`config.mk`:
```
export PLATFORM = sky130hd
export DESIGN_NAME = uer_regs
export DESIGN_NICKNAME = d
export VERILOG_FILES = /design/src/uer_pkg.sv /design/src/uer_regs.sv
export SDC_FILE = /design/constraint.sdc
export NUM_CORES = 1
export LEC_CHECK = 0
export ABC_AREA = 1
export BUFFER_PORTS_ARGS = -buffer_cell sky130_fd_sc_hd__buf_4
export CAP_MARGIN = 0
export CELL_PAD_IN_SITES_DETAIL_PLACEMENT = 0
export CELL_PAD_IN_SITES_GLOBAL_PLACEMENT = 1
export CORE_MARGIN = 5
export CORE_UTILIZATION = 35
export DETAILED_ROUTE_END_ITERATION = 10
export PLACE_DENSITY_LB_ADDON = 0.1
export SYNTH_ARGS = -nofsm -noshare
export SYNTH_HDL_FRONTEND = slang
export SYNTH_SLANG_ARGS = --single-unit
```
`constraint.sdc`:
```
create_clock -name sys_clk_i -period 6.8 [get_ports sys_clk_i]
set_clock_uncertainty 0.05 [all_clocks]
set_input_delay 1.02 -clock sys_clk_i [delete_from_list [all_inputs] [get_ports sys_clk_i]]
set_output_delay 1.02 -clock sys_clk_i [all_outputs]
set_load 0.005 [all_outputs]
```
`src/uer_pkg.sv`:
```
/*
  Package for the enhanced register set of one UART channel.
  It holds the register indices, reset values, page codes and field layouts.
  It assumes that the host reaches the registers over APB with one word per index.
*/
package uer_pkg;

  // ------------------------------------------------
  // Register indices (byte address = index * 4)
  // ------------------------------------------------
  localparam logic [2:0] IDX_REV   = 3'h0;
  localparam logic [2:0] IDX_ID    = 3'h1;
  localparam logic [2:0] IDX_AFR   = 3'h2;
  localparam logic [2:0] IDX_ASR   = 3'h4;
  localparam logic [2:0] IDX_SNR   = 3'h5;
  localparam logic [2:0] IDX_SECOND_XOFF_CHARACTER = 3'h7;
  localparam logic [2:0] IDX_TRG   = 3'h0;
  localparam logic [2:0] IDX_FC    = 3'h0;
  localparam logic [2:0] IDX_FEATURE_CONTROL  = 3'h1;
  localparam int         ADDR_W    = 8;
  localparam int         IDX_LSB   = 2;

  // ------------------------------------------------
  // Values and reset values
  // ------------------------------------------------
  localparam logic [7:0] LCR_ENH      = 8'hbf;
  localparam logic [7:0] DL_ZERO      = 8'h00;
  localparam logic [6:0] TRG_MAX      = 7'h40;
  localparam int         TRG_SEL_BIT  = 7;
  localparam int         EFR_ENH_BIT  = 4;
  localparam int         DIV_BIT      = 7;
  localparam int         AFR_USED_BIT = 1;
  localparam logic [7:0] RST_SECOND_XOFF_CHARACTER    = 8'h00;
  localparam logic [7:0] RST_ASR      = 8'h00;
  localparam logic [7:0] RST_SNR      = 8'h00;
  localparam logic [7:0] RST_FEATURE_CONTROL     = 8'h00;
  localparam logic       RST_AFR      = 1'b0;
  localparam logic [6:0] RST_TRG      = 7'h00;
  localparam logic [1:0] TABLE_D      = 2'h3;

  typedef enum logic [1:0] {
    PG_NONE = 2'b00,
    PG_ENH  = 2'b01,
    PG_DIV  = 2'b10
  } uer_page_t;

  typedef struct packed {
    logic rs485_en;
    logic tx_dis;
    logic rx_dis;
    logic irda_fast;
    logic irda_rx_inv;
    logic snr_en;
    logic irda_en;
    logic fifo_rdy_dis;
  } uer_asr_t;

  typedef struct packed {
    logic [3:0] sample_clock_value;
    logic [3:0] baud_n_term;
  } uer_snr_t;

  typedef struct packed {
    logic [1:0] rsvd;
    logic [1:0] table_sel;
    logic [3:0] hyst_sel;
  } uer_feature_control_t;

endpackage

```
`src/uer_regs.sv`:
```
/*
  Enhanced register set of one UART channel: second transmit-off character,
  revision and identification readback, trigger level write, alternating FIFO
  fill readback, feature control, advanced special and sample clock registers,
  plus the auto-RTS decision with hysteresis.
  Assumes the line control, divisor latches and enhanced feature register live
  elsewhere in the channel and arrive here as same-clock inputs.
*/
// The implementer's own choice: the APB slave port.
`timescale 1ns/1ps

module uer_regs #(
  parameter logic [7:0] REVISION_CODE = 8'h01, // Arbitrary value
  parameter logic [7:0] DEVICE_CODE   = 8'h5a  // Arbitrary value
) (
  input  wire logic                  sys_clk_i,
  input  wire logic                  sys_rst_i,
  input  wire logic                  psel_i,
  input  wire logic                  penable_i,
  input  wire logic                  pwrite_i,
  input  wire logic [7:0]            paddr_i,
  input  wire logic [31:0]           pwdata_i,
  input  wire logic [3:0]            pstrb_i,
  output logic      [31:0]           prdata_o,
  output logic                       pready_o,
  output logic                       pslverr_o,
  input  wire logic [7:0]            line_control_reg_i,
  input  wire logic [7:0]            divisor_latch_low_i,
  input  wire logic [7:0]            divisor_latch_high_i,
  input  wire logic [7:0]            enhanced_feature_reg_i,
  input  wire logic [6:0]            rx_fill_i,
  input  wire logic [6:0]            tx_fill_i,
  input  wire logic [6:0]            table_rx_level_i,
  input  wire logic                  auto_rts_en_i,
  output logic      [7:0]            second_xoff_character_o,
  output logic      [6:0]            receive_trigger_level_o,
  output logic      [6:0]            transmit_trigger_level_o,
  output logic      [1:0]            trigger_table_o,
  output logic      [5:0]            hysteresis_o,
  output uer_pkg::uer_asr_t          advanced_special_o,
  output uer_pkg::uer_snr_t          sample_clock_baud_o,
  output logic                       rts_ready_o
);

  // ------------------------------------------------
  // Helpers
  // ------------------------------------------------
  // Hysteresis in characters for a feature control code
  function automatic logic [5:0] hyst_chars(input logic [3:0] code);
    logic [5:0] h;
    h = 6'h00;
    case (code)
      4'h0:    h = 6'h00;
      4'h1:    h = 6'h04;
      4'h2:    h = 6'h06;
      4'h3:    h = 6'h08;
      4'h4:    h = 6'h08;
      4'h5:    h = 6'h10;
      4'h6:    h = 6'h18;
      4'h7:    h = 6'h20;
      4'h8:    h = 6'h28;
      4'h9:    h = 6'h2c;
      4'ha:    h = 6'h30;
      4'hb:    h = 6'h34;
      4'hc:    h = 6'h0c;
      4'hd:    h = 6'h14;
      4'he:    h = 6'h1c;
      4'hf:    h = 6'h24;
      default: h = 6'h00;
    endcase
    return h;
  endfunction

  // Whether an index answers in the current page for this direction
  function automatic logic reg_hit(input logic [2:0]         idx,
                                   input logic               wr,
                                   input uer_pkg::uer_page_t pg,
                                   input logic [7:0]         dll,
                                   input logic [7:0]         divisor_latch_high,
                                   input logic               enh,
                                   input logic               snr_en);
    logic h;
    h = 1'b0;
    case (pg)
      uer_pkg::PG_ENH: begin
        h = (idx == uer_pkg::IDX_TRG) || (idx == uer_pkg::IDX_FEATURE_CONTROL)
            || (idx == uer_pkg::IDX_SECOND_XOFF_CHARACTER);
      end
      uer_pkg::PG_DIV: begin
        if (idx == uer_pkg::IDX_REV)
          h = !wr && (dll == uer_pkg::DL_ZERO);
        else if (idx == uer_pkg::IDX_ID)
          h = !wr && (dll == uer_pkg::DL_ZERO) && (divisor_latch_high == uer_pkg::DL_ZERO);
        else if (idx == uer_pkg::IDX_AFR)
          h = !enh;
        else if (idx == uer_pkg::IDX_ASR)
          h = enh;
        else if (idx == uer_pkg::IDX_SNR)
          h = snr_en;
        else
          h = 1'b0;
      end
      default: h = 1'b0;
    endcase
    return h;
  endfunction

  // ------------------------------------------------
  // State
  // ------------------------------------------------
  logic [7:0]          second_xoff_character_r;
  logic [6:0]          rx_trg_r;
  logic [6:0]          tx_trg_r;
  uer_pkg::uer_feature_control_t  feature_control_r;
  logic                afr_r;
  uer_pkg::uer_asr_t   asr_r;
  uer_pkg::uer_snr_t   snr_r;
  logic                fc_sel_r;
  logic                rts_r;
  logic [7:0]          rdata_r;
  logic                err_r;

  // ------------------------------------------------
  // Decode
  // ------------------------------------------------
  uer_pkg::uer_page_t  page;
  logic [2:0]          idx;
  logic                in_map;
  logic                hit;
  logic                acc;
  logic                wr_go;
  logic                rd_go;
  logic [7:0]          wbyte;
  logic [7:0]          rd_nxt;

  always_comb begin
    if (line_control_reg_i == uer_pkg::LCR_ENH)
      page = uer_pkg::PG_ENH;
    else if (line_control_reg_i[uer_pkg::DIV_BIT])
      page = uer_pkg::PG_DIV;
    else
      page = uer_pkg::PG_NONE;
  end

  assign idx    = paddr_i[uer_pkg::IDX_LSB +: 3];
  assign in_map = (paddr_i[1:0] == 2'h0)
                  && (paddr_i[uer_pkg::ADDR_W-1:5] == 3'h0);
  assign hit    = in_map && reg_hit(idx, pwrite_i, page, divisor_latch_low_i,
                                    divisor_latch_high_i,
                                    enhanced_feature_reg_i[uer_pkg::EFR_ENH_BIT],
                                    asr_r.snr_en);
  assign acc    = psel_i && penable_i;
  // Only the low byte lane carries register data
  assign wr_go  = acc && pwrite_i && hit && pstrb_i[0];
  assign rd_go  = acc && !pwrite_i && hit;
  assign wbyte  = pwdata_i[7:0];

  // ------------------------------------------------
  // Read data mux, sampled in the setup cycle
  // ------------------------------------------------
  always_comb begin
    rd_nxt = 8'h00;
    if (page == uer_pkg::PG_ENH) begin
      case (idx)
        uer_pkg::IDX_FC:    rd_nxt = {fc_sel_r, fc_sel_r ? tx_fill_i : rx_fill_i};
        uer_pkg::IDX_FEATURE_CONTROL:  rd_nxt = {2'h0, feature_control_r.table_sel, feature_control_r.hyst_sel};
        uer_pkg::IDX_SECOND_XOFF_CHARACTER: rd_nxt = second_xoff_character_r;
        default:            rd_nxt = 8'h00;
      endcase
    end else begin
      case (idx)
        uer_pkg::IDX_REV:   rd_nxt = REVISION_CODE;
        uer_pkg::IDX_ID:    rd_nxt = DEVICE_CODE;
        uer_pkg::IDX_AFR:   rd_nxt = {6'h00, afr_r, 1'b0};
        uer_pkg::IDX_ASR:   rd_nxt = asr_r;
        uer_pkg::IDX_SNR:   rd_nxt = snr_r;
        default:            rd_nxt = 8'h00;
      endcase
    end
  end

  // Latching the answer in setup keeps prdata on a flop and still zero-wait
  always_ff @(posedge sys_clk_i) begin
    if (sys_rst_i) begin
      rdata_r <= 8'h00;
      err_r   <= 1'b0;
    end else if (psel_i && !penable_i) begin
      rdata_r <= (hit && !pwrite_i) ? rd_nxt : 8'h00;
      err_r   <= !hit;
    end
  end

  assign pready_o  = acc;
  assign prdata_o  = {24'h000000, rdata_r};
  assign pslverr_o = acc && err_r;

  // ------------------------------------------------
  // Enhanced page registers
  // ------------------------------------------------
  always_ff @(posedge sys_clk_i) begin
    if (sys_rst_i) begin
      second_xoff_character_r <= uer_pkg::RST_SECOND_XOFF_CHARACTER;
    end else if (wr_go && page == uer_pkg::PG_ENH && idx == uer_pkg::IDX_SECOND_XOFF_CHARACTER) begin
      second_xoff_character_r <= wbyte;
    end
  end

  // Out-of-range levels are dropped so the table never sees more than the FIFO holds
  always_ff @(posedge sys_clk_i) begin
    if (sys_rst_i) begin
      rx_trg_r <= uer_pkg::RST_TRG;
      tx_trg_r <= uer_pkg::RST_TRG;
    end else if (wr_go && page == uer_pkg::PG_ENH && idx == uer_pkg::IDX_TRG
                 && wbyte[6:0] <= uer_pkg::TRG_MAX) begin
      if (wbyte[uer_pkg::TRG_SEL_BIT])
        tx_trg_r <= wbyte[6:0];
      else
        rx_trg_r <= wbyte[6:0];
    end
  end

  always_ff @(posedge sys_clk_i) begin
    if (sys_rst_i) begin
      fc_sel_r <= 1'b0;
    end else if (rd_go && page == uer_pkg::PG_ENH && idx == uer_pkg::IDX_FC) begin
      fc_sel_r <= !fc_sel_r;
    end
  end

  always_ff @(posedge sys_clk_i) begin
    if (sys_rst_i) begin
      feature_control_r <= uer_pkg::RST_FEATURE_CONTROL;
    end else if (wr_go && page == uer_pkg::PG_ENH && idx == uer_pkg::IDX_FEATURE_CONTROL) begin
      feature_control_r.table_sel <= wbyte[5:4];
      feature_control_r.hyst_sel  <= wbyte[3:0];
    end
  end

  // ------------------------------------------------
  // Divisor page registers
  // ------------------------------------------------
  always_ff @(posedge sys_clk_i) begin
    if (sys_rst_i) begin
      afr_r <= uer_pkg::RST_AFR;
    end else if (wr_go && page == uer_pkg::PG_DIV && idx == uer_pkg::IDX_AFR) begin
      afr_r <= wbyte[uer_pkg::AFR_USED_BIT];
    end
  end

  always_ff @(posedge sys_clk_i) begin
    if (sys_rst_i) begin
      asr_r <= uer_pkg::RST_ASR;
    end else if (wr_go && page == uer_pkg::PG_DIV && idx == uer_pkg::IDX_ASR) begin
      asr_r <= wbyte;
    end
  end

  always_ff @(posedge sys_clk_i) begin
    if (sys_rst_i) begin
      snr_r <= uer_pkg::RST_SNR;
    end else if (wr_go && page == uer_pkg::PG_DIV && idx == uer_pkg::IDX_SNR) begin
      snr_r <= wbyte;
    end
  end

  // ------------------------------------------------
  // Control outputs
  // ------------------------------------------------
  assign second_xoff_character_o  = second_xoff_character_r;
  assign receive_trigger_level_o  = rx_trg_r;
  assign transmit_trigger_level_o = tx_trg_r;
  assign trigger_table_o          = feature_control_r.table_sel;
  assign hysteresis_o             = hyst_chars(feature_control_r.hyst_sel);
  // Bits 7..0 drive RS-485 access, TX/RX disable, IrDA format, polarity,
  // sample clock enable, IrDA mode and FIFO ready block in the channel
  assign advanced_special_o       = asr_r;
  // Baud generator relies on software keeping the difference legal
  assign sample_clock_baud_o      = snr_r;

  // ------------------------------------------------
  // Auto RTS
  // ------------------------------------------------
  logic       tbl_d;
  logic [7:0] eff_trig;
  logic [7:0] eff_hyst;
  logic [7:0] hi_mark;
  logic [7:0] lo_mark;

  assign tbl_d    = (feature_control_r.table_sel == uer_pkg::TABLE_D);
  assign eff_trig = {1'b0, tbl_d ? rx_trg_r : table_rx_level_i};
  assign eff_hyst = tbl_d ? {2'h0, hyst_chars(feature_control_r.hyst_sel)} : 8'h00;
  assign hi_mark  = eff_trig + eff_hyst;
  assign lo_mark  = (eff_trig > eff_hyst) ? eff_trig - eff_hyst : 8'h00;

  // Between the marks RTS holds, which is what stops it chattering
  always_ff @(posedge sys_clk_i) begin
    if (sys_rst_i) begin
      rts_r <= 1'b1;
    end else if (!auto_rts_en_i) begin
      rts_r <= 1'b1;
    end else if ({1'b0, rx_fill_i} >= hi_mark) begin
      rts_r <= 1'b0;
    end else if (eff_hyst == 8'h00 || {1'b0, rx_fill_i} <= lo_mark) begin
      rts_r <= 1'b1;
    end
  end

  assign rts_ready_o = rts_r;
endmodule

```
==> reports/results.ini <==
[layout]
multi_input_area_um2=2380
layout.nets=825
area_growth_pct=30.2
n_antenna_cell=0
fillers=1179
fin_cells=844
drive_above_1_share_pct=25.7
fin_util_pct=46.7
seqCellArea_um2=1220

[min_path]
worstHoldStart=advanced_special_o[4]$_SDFFE_PP0P_
hold_path_class=flop to flop
hold_end=advanced_special_o[4]$_SDFFE_PP0P_
min_delay_path_depth=2

[clocking]
cts_tree=yes
hold_buffers=0
numCtsBuffers=9
clk_latency_ns=0.33
path_clk_slew_ns=0.06
clock_sinks=61
cts_resized=0
h-tree-depth=3
post_cts_buffers=0
clockBufferDepth=2
clockRootBuffer=clkbuf_16

[yosys]
yosysMostFrequentCell=nand2_1
yosysWarningCount=0
synth_top_cell_area_share_pct=29.7
netlist_area_um2=4110
ys_ff_latch=61
synth_edf_count=0
yosysSeqAreaShare_pct=29.7
synthArstFlopShare_pct=0
synthTopCellsByCount=99 x nand2_1, 75 x inv_1, 70 x nor2_1, 61 x dfxtp_1, 46 x a21oi_1
yosysUniqueCellTypes=49
synthTopCellsByArea=dfxtp_1 30%, nand2_1 9.0%, ha_1 7.3%
yosys.area.top_type=dfxtp_1
ys.flop_type=dfxtp_1
avgSynthCellArea_um2=7.13
synth_cells=577

[power]
total_power_uw=984
peakVddDrop_mv=0.122
p_per_area_nw_per_um2=184
leakage_uw=0.00251

[grt]
grt_usage_pct=17.7
grt_max_degree=33
grt_pass1_wl_um=20200
gr-total-overflow=0
grt_pass1_vias=3849
antenna_found_initial=0

[timing]
setup_viol=0
fin_crit_sh_pct=56.1
fin_setup_tns_ns=0
setup_ws_ns=2.99
timing.final.hold_violations=0
tightest_slew_ns=0.935
final_max_slew_viol_count=0
relSlewSlack_pct=37.6
finalCriticalPeriod_ns=3.81
fmax_ghz=0.262
rsz0062_at_grt=no

[place]
dp.cells=828
post-place-ws_ns=2.75
gp_congestion=0.870
io_buffers=124
dpl.hpwl_um=10300

[detailed_routing]
vias=4094
drc=0
via_per_inst=4.85
wire_per_inst_um=15.2
drt-initial-drc-count=240
routed_wl_um=12900
dr.pass1.iters=5
ant_nets=0

[setup_path]
reg2reg_slack_ns=2.99
r2r_cells=20
path_class=flop to flop
crit_path_max_fanout=14
r2r_end=rts_ready_o$_SDFFE_PP1P_
cp-start-kind=flop
end_kind=flop
crit_arrival_ns=3.94
cp_data_required_time_ns=6.93
r2r_start=trigger_table_o[1]$_SDFFE_PP0N_

[floorplanning]
core_um2=11500
die_h_um=118
dieArea_um2=14000
chipWidth_um=118
rows=39
io_pins=184
initial_utilization_pct=35.9

[flow_run]
drv_cap=0

[run_status]
status=finished clean

[final cells by class]
type                    count  share of cell area (%)
inverters                  82                    5.75
well taps                 143                    3.34
flip-flops and latches     61                    22.8
clock inverters             7                    1.94
clock buffers               9                    4.21
repair buffers            125                    17.5
multi-input cells         417                    44.4
[cell usage in the layout, fill, tap and decap left out, types with 7 or more instances in the layout]
cell type / Yosys / final
nor2_1: 70 / 70
a221oi_1: 8 / 8
o21ai_0: 39 / 39
clkbuf_16: 0 / 9
ha_1: 24 / 24
conb_1: 1 / 25
a21oi_1: 46 / 46
nand2_1: 99 / 99
dfxtp_1: 61 / 61
buf_4: 27 / 125
a211oi_1: 8 / 8
inv_1: 75 / 75
nand3_1: 11 / 11
nand2_2: 7 / 7
[critical path, stage by stage (launching register included)]
cell	delay [ns]
dfxtp_1	0.40
nand2_1	0.30
o21ai_0	0.45
ha_1	0.33
nor2_1	0.09
inv_1	0.06
nor2_1	0.09
nor2_1	0.06
nor2_1	0.12
o21ai_0	0.09
nand2_1	0.09
nand2_1	0.07
nand2_1	0.15
nand2_1	0.09
o21bai_1	0.17
ha_1	0.29
and3_1	0.19
a221oi_1	0.26
o221ai_1	0.17
nand2_1	0.09
nand3_1	0.06
[layer usage]
layer,wire [µm],vias to the layer above,track usage [%]
li1,-,2097,-
met1,6100,1872,25.2
met2,5900,119,27.6
met3,795,6,3.72
met4,67,0,3.83
met5,0,-,0
[power by group]
part           total (µW)  internal [µW]  leakage [µW]  switching (µW)
Combinational         117           50.0       0.00185            66.5
Sequential            358            358      0.000491           0.390
Clock                 509            327      0.000161             182
Total                 984            735       0.00251             249
[worst max-delay path by stage]
stage / from / endpoint / cells past startpoint
2_1_floorplan: table_rx_level_i[2] / rts_ready_o$_SDFFE_PP1P_ / 20
3_3_place_gp: table_rx_level_i[2] / rts_ready_o$_SDFFE_PP1P_ / 21
3_5_place_dp: table_rx_level_i[2] / rts_ready_o$_SDFFE_PP1P_ / 21
4_1_cts: trigger_table_o[1]$_SDFFE_PP0N_ / rts_ready_o$_SDFFE_PP1P_ / 20
5_1_grt: trigger_table_o[1]$_SDFFE_PP0N_ / rts_ready_o$_SDFFE_PP1P_ / 22
6_report: trigger_table_o[1]$_SDFFE_PP0N_ / rts_ready_o$_SDFFE_PP1P_ / 20
[cell families after synthesis]
family / count (synthesis) / share of synthesized area [%]
adders and majority gates: 26 / 8.28
AOI/OAI and AO/OA: 138 / 20.9
DFF: 61 / 29.7
xor gates and xnor gates: 4 / 0.852
other: 1 / 0.0912
buffers and inverters: 123 / 14.6
and+or+nand+nor: 224 / 25.5
[state kept, by name, indices dropped and copies added (netlist names), 2 cells and up]
signal / cells
second_xoff_character_o: 8
transmit_trigger_level_o: 7
feature_control_r: 4
receive_trigger_level_o: 7
rdata_r: 8
hysteresis_o: 5
sample_clock_baud_o: 8
advanced_special_o: 8
trigger_table_o: 2
[stage by stage]
step,hold WS [ns],area (µm²)
floorplan,0.405,4200
global placement,0.413,5020
detailed placement,0.416,5020
CTS,0.426,5350
global route,0.444,5350
finish,0.418,5350
Note: power is estimated with default switching activity, not from simulation.
